### src/rdm_cfg.svh
// Function
// - each of three test pins has its own six-bit signal selector
// - selector registers at 0xDF2F, 0xDF30, 0xDF31 drive pins 1.7, 1.6, 1.5
// - selector code zero leaves the pin with the ordinary port registers
// - a listed nonzero code overrides function select and makes the pin an output; other codes such as 011110 leave the port registers
// - code 001000 outputs preamble quality reached
// - code 001001 outputs clear channel, criterion set by the radio's mode
// - code 001110 outputs carrier sense
// - code 001111 outputs crc match flag, cleared on receive entry or restart
// - codes 010110 and 010111 output hard receive bits one and zero
// - code 011101 outputs the receive symbol tick
// - code 011011 outputs the power amplifier powerdown control
// - code 011100 outputs the low noise amplifier powerdown control
// - code 101111 outputs constant zero, or one with the invert flag set
`ifndef RDM_CFG_SVH
`define RDM_CFG_SVH

// ----------------------------------------
// register addresses
// ----------------------------------------
`define RDM_ADDR_CFG_HI 16'hDF2F
`define RDM_ADDR_CFG_MID 16'hDF30
`define RDM_ADDR_CFG_LO 16'hDF31
`define RDM_ADDR_STATUS 16'hDF32

// ----------------------------------------
// field layout and reset values
// ----------------------------------------
`define RDM_SEL_LSB 0
`define RDM_SEL_MSB 5
`define RDM_INV_BIT 6
`define RDM_CFG_MASK 8'h7F
`define RDM_CFG_RST 8'h00
`define RDM_RDATA_IDLE 8'h00
`define RDM_STS_OVR_LSB 0
`define RDM_STS_PIN_LSB 3
`define RDM_STS_CRC_BIT 6

// ----------------------------------------
// selector codes
// ----------------------------------------
`define RDM_CODE_PORT 6'h00
`define RDM_CODE_PREAMBLE 6'h08
`define RDM_CODE_CCA 6'h09
`define RDM_CODE_CS 6'h0E
`define RDM_CODE_CRC 6'h0F
`define RDM_CODE_HARD1 6'h16
`define RDM_CODE_HARD0 6'h17
`define RDM_CODE_PAPD 6'h1B
`define RDM_CODE_LNAPD 6'h1C
`define RDM_CODE_TICK 6'h1D
`define RDM_CODE_ZERO 6'h2F
`define RDM_CODE_RSVD 6'h1E

`endif

### src/rdm_pkg.sv
package rdm_pkg;

  // ----------------------------------------
  // radio status levels
  // ----------------------------------------
  typedef struct packed {
    logic preamble_reached;
    logic clear_channel;
    logic carrier_sense;
    logic [1:0] receive_hard_bits;
    logic symbol_tick;
    logic power_amp_powerdown;
    logic low_noise_amp_powerdown;
  } rdm_radio_status_t;

  // ----------------------------------------
  // ordinary port control of one pin
  // ----------------------------------------
  typedef struct packed {
    logic gpio_out;
    logic gpio_dir;
    logic function_select;
    logic periph_out;
    logic periph_oe;
  } rdm_port_pin_t;

  // ----------------------------------------
  // resolved drive of one pin
  // ----------------------------------------
  typedef struct packed {
    logic value;
    logic oe_n;
    logic override;
  } rdm_pin_drive_t;

endpackage : rdm_pkg

### src/rdm_crc_flag.sv
`timescale 1ns/1ns
module rdm_crc_flag (
  // clock and reset
  input wire logic clock_i,
  input wire logic arst_n_i,
  // radio events
  input wire logic check_i,
  input wire logic match_i,
  input wire logic rx_start_i,
  // flag
  output logic flag_o
);

  logic next_flag;

  // set by a matching compare, cleared by a miss or receive entry
  always_comb begin
    next_flag = flag_o;
    if (check_i && match_i) begin
      next_flag = 1'b1;
    end else if (rx_start_i || check_i) begin
      next_flag = 1'b0;
    end
  end

  always_ff @(posedge clock_i or negedge arst_n_i) begin
    if (!arst_n_i) begin
      flag_o <= 1'b0;
    end else begin
      flag_o <= next_flag;
    end
  end

endmodule : rdm_crc_flag

### src/rdm_pin_sel.sv
`timescale 1ns/1ns
`include "rdm_cfg.svh"
module rdm_pin_sel (
  // configuration
  input wire logic [7:0] cfg_i,
  // sources
  input wire rdm_pkg::rdm_radio_status_t status_i,
  input wire logic crc_ok_i,
  input wire rdm_pkg::rdm_port_pin_t port_i,
  // result
  output rdm_pkg::rdm_pin_drive_t drive_o
);

  always_comb begin
    logic sig;
    logic hit;
    sig = 1'b0;
    hit = 1'b1;
    case (cfg_i[`RDM_SEL_MSB:`RDM_SEL_LSB])
      `RDM_CODE_PREAMBLE: sig = status_i.preamble_reached;
      `RDM_CODE_CCA: sig = status_i.clear_channel;
      `RDM_CODE_CS: sig = status_i.carrier_sense;
      `RDM_CODE_CRC: sig = crc_ok_i;
      `RDM_CODE_HARD1: sig = status_i.receive_hard_bits[1];
      `RDM_CODE_HARD0: sig = status_i.receive_hard_bits[0];
      `RDM_CODE_PAPD: sig = status_i.power_amp_powerdown;
      `RDM_CODE_LNAPD: sig = status_i.low_noise_amp_powerdown;
      `RDM_CODE_TICK: sig = status_i.symbol_tick;
      `RDM_CODE_ZERO: sig = 1'b0;
      default: hit = 1'b0;
    endcase
    if (hit) begin
      drive_o = '{value: sig ^ cfg_i[`RDM_INV_BIT], oe_n: 1'b0,
                  override: 1'b1};
    end else if (port_i.function_select) begin
      drive_o = '{value: port_i.periph_out, oe_n: !port_i.periph_oe,
                  override: 1'b0};
    end else begin
      drive_o = '{value: port_i.gpio_out, oe_n: !port_i.gpio_dir,
                  override: 1'b0};
    end
  end

endmodule : rdm_pin_sel

### src/rdm_top.sv
// Our own choices: the register offsets and the address-and-strobe port.
`timescale 1ns/1ns
`include "rdm_cfg.svh"
module rdm_top #(
  parameter int NUM_PINS = 3
) (
  // clock and reset
  input wire logic clock_i,
  input wire logic arst_n_i,
  // register port
  input wire logic [15:0] addr_i,
  input wire logic [7:0] wdata_i,
  input wire logic wr_i,
  input wire logic rd_i,
  output logic [7:0] rdata_o,
  // radio status
  input wire rdm_pkg::rdm_radio_status_t status_i,
  input wire logic crc_check_i,
  input wire logic crc_match_i,
  input wire logic rx_start_i,
  // ordinary port control, index 0 is pin 1.5
  input wire rdm_pkg::rdm_port_pin_t [2:0] port_i,
  // pins, index 0 is pin 1.5
  output logic [2:0] pin_o,
  output logic [2:0] pin_oe_n_o
);

  // ----------------------------------------
  // elaboration check
  // ----------------------------------------
  if (NUM_PINS != 3) begin : g_bad_pins
    $error("rdm_top serves exactly three pins");
  end

  // ----------------------------------------
  // configuration registers
  // ----------------------------------------
  logic [7:0] cfg [3];
  logic [7:0] next_cfg [3];
  logic [7:0] next_rdata;
  logic crc_ok;
  rdm_pkg::rdm_pin_drive_t drive [3];
  logic [2:0] ovr;
  logic [2:0] next_ovr;
  logic [2:0] next_pin;
  logic [2:0] next_oe_n;

  // pin 2 is 1.7, pin 1 is 1.6, pin 0 is 1.5
  always_comb begin
    for (int i = 0; i < 3; i++) begin
      next_cfg[i] = cfg[i];
    end
    if (wr_i) begin
      case (addr_i)
        `RDM_ADDR_CFG_HI: next_cfg[2] = wdata_i & `RDM_CFG_MASK;
        `RDM_ADDR_CFG_MID: next_cfg[1] = wdata_i & `RDM_CFG_MASK;
        `RDM_ADDR_CFG_LO: next_cfg[0] = wdata_i & `RDM_CFG_MASK;
        default: ;
      endcase
    end
  end

  always_ff @(posedge clock_i or negedge arst_n_i) begin
    if (!arst_n_i) begin
      for (int i = 0; i < 3; i++) begin
        cfg[i] <= `RDM_CFG_RST;
      end
    end else begin
      for (int i = 0; i < 3; i++) begin
        cfg[i] <= next_cfg[i];
      end
    end
  end

  // ----------------------------------------
  // read answer
  // ----------------------------------------
  always_comb begin
    next_rdata = `RDM_RDATA_IDLE;
    if (rd_i) begin
      case (addr_i)
        `RDM_ADDR_CFG_HI: next_rdata = cfg[2];
        `RDM_ADDR_CFG_MID: next_rdata = cfg[1];
        `RDM_ADDR_CFG_LO: next_rdata = cfg[0];
        `RDM_ADDR_STATUS: begin
          next_rdata[`RDM_STS_OVR_LSB +: 3] = ovr;
          next_rdata[`RDM_STS_PIN_LSB +: 3] = pin_o;
          next_rdata[`RDM_STS_CRC_BIT] = crc_ok;
        end
        default: next_rdata = `RDM_RDATA_IDLE;
      endcase
    end
  end

  always_ff @(posedge clock_i or negedge arst_n_i) begin
    if (!arst_n_i) begin
      rdata_o <= `RDM_RDATA_IDLE;
    end else begin
      rdata_o <= next_rdata;
    end
  end

  // ----------------------------------------
  // crc match flag
  // ----------------------------------------
  rdm_crc_flag u_crc_flag (
    .clock_i(clock_i),
    .arst_n_i(arst_n_i),
    .check_i(crc_check_i),
    .match_i(crc_match_i),
    .rx_start_i(rx_start_i),
    .flag_o(crc_ok)
  );

  // ----------------------------------------
  // per-pin selection
  // ----------------------------------------
  for (genvar g = 0; g < 3; g++) begin : g_pin
    rdm_pin_sel u_sel (
      .cfg_i(cfg[g]),
      .status_i(status_i),
      .crc_ok_i(crc_ok),
      .port_i(port_i[g]),
      .drive_o(drive[g])
    );
  end

  always_comb begin
    for (int i = 0; i < 3; i++) begin
      next_pin[i] = drive[i].value;
      next_oe_n[i] = drive[i].oe_n;
      next_ovr[i] = drive[i].override;
    end
  end

  always_ff @(posedge clock_i or negedge arst_n_i) begin
    if (!arst_n_i) begin
      pin_o <= 3'h0;
      pin_oe_n_o <= 3'h7;
      ovr <= 3'h0;
    end else begin
      pin_o <= next_pin;
      pin_oe_n_o <= next_oe_n;
      ovr <= next_ovr;
    end
  end

  logic [5:0] sel0;
  logic [5:0] sel1;
  logic [5:0] sel2;
  logic inv0;
  logic inv1;
  logic inv2;
  assign sel0 = cfg[0][`RDM_SEL_MSB:`RDM_SEL_LSB];
  assign sel1 = cfg[1][`RDM_SEL_MSB:`RDM_SEL_LSB];
  assign sel2 = cfg[2][`RDM_SEL_MSB:`RDM_SEL_LSB];
  assign inv0 = cfg[0][`RDM_INV_BIT];
  assign inv1 = cfg[1][`RDM_INV_BIT];
  assign inv2 = cfg[2][`RDM_INV_BIT];
endmodule : rdm_top

### config.mk
export PLATFORM = sky130hd
export DESIGN_NAME = rdm_top
export DESIGN_NICKNAME = d
export VERILOG_FILES = /design/src/rdm_pkg.sv /design/src/rdm_crc_flag.sv /design/src/rdm_pin_sel.sv /design/src/rdm_top.sv
export VERILOG_INCLUDE_DIRS = /design/src
export SDC_FILE = /design/constraint.sdc
export NUM_CORES = 1
export LEC_CHECK = 0
export CAP_MARGIN = 20
export CORE_UTILIZATION = 60
export DETAILED_ROUTE_END_ITERATION = 10
export DONT_BUFFER_PORTS = 1
export PLACE_DENSITY = 0.78
export SKIP_CTS_REPAIR_TIMING = 1
export SLEW_MARGIN = 5
export SYNTH_ARGS = -nofsm -noshare
export SYNTH_HDL_FRONTEND = slang
export SYNTH_HIERARCHICAL = 1
export SYNTH_SLANG_ARGS = --single-unit
### constraint.sdc
create_clock -name clock_i -period 4.5 [get_ports clock_i]
set_clock_uncertainty 0.15 [all_clocks]
set_input_delay 0.45 -clock clock_i [delete_from_list [all_inputs] [get_ports clock_i]]
set_output_delay 0.45 -clock clock_i [all_outputs]
set_load 0.01 [all_outputs]
==> results.md, run 1 <==
- Worst slew pin tran: 0.727 ns
- DR top layer: met4
- Pins over their slew limit: 0
- Rows: 22
- Top_reg_cell synth: dfrtp_1
- Worst Hold Class: input pin to register
- Syn_nets: 272
- HPWL Detailed: 3920 µm
- Peak Freq: 0.494 GHz
- Met1 wire length: 2270 µm
- Outcome: finished clean
- Final hold vios: 0
- #FFs+latches synth: 38
- TritonCTS buffer count: 5
- Total track usage: 0.271
- Layout cells sized above 1: 0.228
- Die footprint: 4180 µm²
- Most common cell in the netlist: dfrtp_1
- Dpl cell area: 2340 µm²
- Mapped Cells: 218
- Buffers on Ports: 0
- Critical path capture point type: register
- Drc violations: 0
- Area grow syn2layout: 4.83%
- CP required: 4.52 ns
- CP Max Fanout: 10
- Routed via count: 1,792
- Minimum clock period after layout: 2.02 ns
- Yosys top cell area share: 0.372
- Worst skew pair latency: 0.28 ns
- Post-synth top cells: 35 x dfrtp_1, 19 x mux2i_1, 17 x mux2_2
- DR iter-0 viols: 197
- Initial DRT Pass Iterations: 4
- Post-synth cell types: 42
- GR Overflow Total: 0
- Setup TNS: 0 ns
- Slew Limit Headroom: 0.513
- Gp weighted congestion: 0.931
- Seq/Total Area, Yosys: 0.405
- Max H-tree Level: 2
- # setup viols final: 0
- Setup CP Type: input pin to register
- RSZ-0062 raised after global routing: false
- Routed WL: 5260 µm
- Area contributors post-synth: dfrtp_1 37%, mux2_2 8.1%, mux2i_1 8.1%, mux2_4 4.5%, dfstp_2 3.3%
- Synth warn: 6
- Syn Area/Cell: 10.8 µm²
- Final worst-path cycle share: 0.450
- CTS tree: done
- Via density: 6.71
- Die Y-Extent: 64.7 µm
- Met3 wire length: 275 µm
- CP Data Arrival Time: 2.04 ns
- CTS Buffer Depth: 2
- Metal2 WL: 2600 µm
- Setup crit start: addr_i[11]
- Initial Util: 0.634
- Die width: 64.7 µm
- R2r startpoint: cfg[16]
- Root buffer cell: clkbuf_8
- Ys async rst share: 1.00
- Maximum VDD drop: 164 µV
- Routed Antenna Nets: 0
- Final nets: 272
- Post-synth EDFFs: 0
- Area leader, netlist: dfrtp_1
- Largest net degree at the start of global routing: 39
- PwrDens: 253 nW/µm²
- Fin area: 2470 µm²
- I/O pins: 68
- Average wire per standard cell: 19.7 µm
- Vias in the first global route: 1,710
- Initial antenna violation count: 0
- First-pass GRT wire length: 8400 µm
- Clk sinks: 38
- Lkg Pwr: 1.11 nW
- Critical path launch point type: input pin
- Antenna Cells: 0
- Core footprint: 3720 µm²
- HP Start: port_i[5]
- Synth Cell Area: 2360 µm²
- Maximum capacitance violations: 0
- Clock slew at reported path FFs: 0.07 ns
worst paths after layout:
check / end / slack [ns] / cells past startpoint
max in group asynchronous: pin_oe_n_o[2] / 3.47 / 2
worst max register to register: pin_o[0] / 2.55 / 5
worst min register to register: rdata_o[6] / 0.40 / 1
worst max-delay path: cfg[10] / 2.48 / 4
worst min-delay path: pin_oe_n_o[1] / 0.06 / 1
min in group asynchronous: ovr[0] / 0.47 / 2
flip-flops by register name (all words and copies together) (netlist names):
name and flops:
cfg 21, pin_oe_n_o 3, u_crc_flag/flag_o 1, pin_o 3, ovr 3, rdata_o 7
cell usage in the layout, fill, tap and decap left out, types with 4 or more instances in the layout:
cell type | synthesis | layout
a21o_1 | 10 | 10
clkbuf_8 | 0 | 6
dfrtp_1 | 35 | 35
mux2_2 | 17 | 17
mux2_4 | 7 | 7
mux2i_1 | 19 | 19
nand2_1 | 9 | 9
nand2b_1 | 7 | 7
nand3_1 | 14 | 14
nand4_1 | 5 | 5
nor2_1 | 7 | 7
nor2b_1 | 6 | 6
nor3_1 | 9 | 9
nor3_2 | 4 | 4
o21a_1 | 6 | 6
o22ai_1 | 7 | 7
metrics by stage:
stage / util / hold slack (ns) / worst slack [ns] / instances / total power, W
after global placement: 0.630 / 0.00516 / 2.23 / 256 / 0.000381
after detailed placement: 0.630 / 0.00518 / 2.19 / 256 / 0.000382
after floorplan: - / 0.00441 / 2.47 / 218 / 0.000381
after CTS: 0.656 / -0.302 / 2.49 / 264 / 0.000620
after global routing: 0.665 / 0.0486 / 2.40 / 267 / 0.000646
final: 0.665 / 0.0587 / 2.48 / 267 / 0.000624
worst max-delay path, cell delays in order:
cell     delay [ns]
and4_1         0.40
nand2_1        0.16
nor3_2         0.62
mux2_2         0.41
report_power, final:
| part | internal [W] | leakage, nW | switching [W] | total (W) |
|---|---|---|---|---|
| Combinational | 0.0000152 | 0.552 | 0.0000156 | 0.0000307 |
| Clock | 0.000123 | 0.0472 | 0.000117 | 0.000240 |
| Sequential | 0.000348 | 0.512 | 0.00000549 | 0.000353 |
cells by family after synthesis:
family,synth area share
simple gates,0.206
other cells,0.00159
flops,0.405
compound gates,0.139
buf+inv,0.0419
mux,0.206
final cells by class:
class	instances	area, µm²
clock inverters	2	12.5
flip-flops and latches	38	955
inverters	6	22.5
clock buffers	6	82.6
repair buffers	3	35.0
multi-input cells	164	1300
fillers	305	1240
well taps	48	60.1
routing by layer:
metal  track usage  vias up
li1              -      829
met1         0.358      879
met2         0.438       73
met3        0.0493       11
met4         0.108        0
met5             0        -
Note: power is estimated with default switching activity, not from simulation.
==> run 2, diff against run 1 <==
CORE_UTILIZATION = 57   (was 60)
PLACE_DENSITY = 0.77   (was 0.78)
clock period = 1.73 ns   (was 4.5 ns; I/O delays follow)
==> run 2 against run 1 <==
The run now ends with negative setup slack left. Clock power increased to 2.6 times the previous value. Sequential power increased to 2.6 times the previous value. Worst hold slack got worse by 0.024 ns. Via count increased by 11%. Die area increased by 5.1%. Utilization increased by 6.5 points.
==> results.md, run 2 (synthesis results as in run 1) <==
- # setup viols final: 4 (+4)
- Final worst-path cycle share: 1.03
- Drc violations: 0 (unchanged)
- Die width: 66.3 µm (+2.5%)
- Largest net degree at the start of global routing: 39 (unchanged)
- Reg2Reg Depth: 6 (+1)
- GRT busiest layer: met2
- Worst Slack Setup Final: -0.0533 ns (-2.53 ns)
- Pins over their slew limit: 0 (unchanged)
- Initial DRT Pass Iterations: 4 (unchanged)
- Setup slack, reg-to-reg: -0.05 ns (-2.60 ns)
- Core footprint: 3970 µm² (+6.9%)
- Maximum VDD drop: 353 µV (+120%)
- Die Y-Extent: 66.3 µm (+2.5%)
- DR iter-0 viols: 145 (-26%)
- Worst Hold Depth: 3 (+2)
- HPWL Detailed: 4390 µm (+12%)
- Clk sinks: 38 (unchanged)
- Largest register FFs: 21 (unchanged)
- Total track usage: 0.299 (+0.0278)
- TritonCTS buffer count: 5 (unchanged)
- PwrDens: 575 nW/µm² (+130%)
- Slew Limit Headroom: 0.657 (+0.144)
- End of the worst hold path: pin_o[1]
- Average wire per standard cell: 21.0 µm (+6.6%)
- Regs by FF count: cfg: 21 flops, rdata_o: 7 flops
- R2r startpoint: cfg[16]
- Via density: 6.52 (-2.8%)
- CP Max Fanout: 6 (-4)
- Max H-tree Level: 2 (unchanged)
- Met3 usage: 0.0759 (+0.0266)
- Worst slew pin tran: 0.507 ns (-0.220 ns)
- I/O pins: 68 (unchanged)
- Lkg Pwr: 1.30 nW (+17%)
- CTS tree: done
- GR Overflow Total: 0 (unchanged)
- GR Util met1: 0.369 (+0.0110)
- Final hold vios: 0 (unchanged)
- Setup crit start: cfg[16]
- Routed WL: 6420 µm (+22%)
- Most frequent cells in the layout: 25 x dfrtp_1, 20 x buf_4, 19 x dlygate4sd3_1
- CTS Buffer Depth: 2 (unchanged)
- Setup CP Type: register to register
- First-pass GRT wire length: 9580 µm (+14%)
- Routed via count: 1,996 (+11%)
- Routing usage on met2: 0.499 (+0.0606)
- Gp weighted congestion: 0.876 (-5.9%)
- Critical path capture point type: register
- Minimum clock period after layout: 1.78 ns
- Final nets: 311 (+14%)
- Vias in the first global route: 1,884 (+10%)
- Worst Hold Class: input pin to register
- Root buffer cell: clkbuf_8
- CP Data Arrival Time: 1.84 ns (-0.20 ns)
- HP Start: port_i[9]
- Fin Hold WS: 0.0345 ns (-0.0241 ns)
- Buffers on Ports: 0 (unchanged)
- Failing checks: negative setup slack
- Initial Util: 0.594 (-0.0408)
- Most common cell after layout, fill and taps aside: dfrtp_1
- CP required: 1.79 ns (-2.73 ns)
- Maximum capacitance violations: 0 (unchanged)
- Fin util: 0.730 (+0.0650)
- Worst skew pair latency: 0.30 ns (+0.02 ns)
- Reg with most FFs: cfg
- Peak Freq: 0.561 GHz
- RSZ-0062 raised after global routing: true
- Routed Antenna Nets: 0 (unchanged)
- Area grow syn2layout: 23.0%
- Critical path launch point type: register
- Rows: 23 (+4.5%)
- FF-to-FF End: pin_o[0]
- Initial antenna violation count: 0 (unchanged)
- Antenna Cells: 0 (unchanged)
- Outcome: finished, violations left
- Layout cells sized above 1: 0.363 (+0.135)
- Die footprint: 4400 µm² (+5.1%)
- Pre-CTS WS: -0.101 ns (-2.29 ns)
- Clock slew at reported path FFs: 0.07 ns (about the same)
-- run 2: per-stage QoR --
step / TNS, ns / instance area, µm² / total power [W] / std cells
after floorplan: -0.0622 / 2360 / 0.000992 / 218
after global placement: -0.172 / 2480 / 0.000994 / 276
after detailed placement: -0.434 / 2480 / 0.000996 / 276
after CTS: -0.539 / 2570 / 0.00160 / 282
after global routing: -0.538 / 2900 / 0.00172 / 306
final: -0.116 / 2900 / 0.00167 / 306
-- run 2: worst max path at each step --
stage	to	cells past startpoint
after global placement	pin_o[1]	5
after global routing	pin_o[0]	6
after CTS	pin_o[0]	6
after detailed placement	pin_o[1]	5
after floorplan	cfg[16]	5
final	pin_o[0]	6
-- run 2: per-layer routing --
| layer | vias to the layer above | routed length, µm |
|---|---|---|
| met1 | 985 | 2530 |
| li1 | 903 | - |
| met3 | 24 | 414 |
| met4 | 0 | 213 |
| met2 | 84 | 3260 |
| met5 | - | 0 |
-- run 2: final cells by class --
class | instances | area (µm²)
Clock buffer | 6 | 82.6
Fill cell | 264 | 1070
Inverter | 6 | 22.5
Multi-Input combinational cell | 164 | 1380
Sequential cell | 38 | 967
Tap cell | 50 | 62.6
Timing Repair Buffer | 42 | 383
-- run 2: worst max-delay path, cell delays in order, from the launching register on --
cell and delay (ns):
dfrtp_2 0.46, buf_4 0.17, mux2i_2 0.22, nor2_1 0.06, o211a_1 0.22, o21a_1 0.20, o31ai_2 0.22
-- run 2: power by group --
part,total [W],switching (W),internal (W),leakage (nW)
clock network,0.000613,0.000306,0.000307,0.0431
logic,0.000134,0.0000614,0.0000730,0.763
registers,0.000921,0.0000159,0.000905,0.496
total,0.00167,0.000383,0.00129,1.30
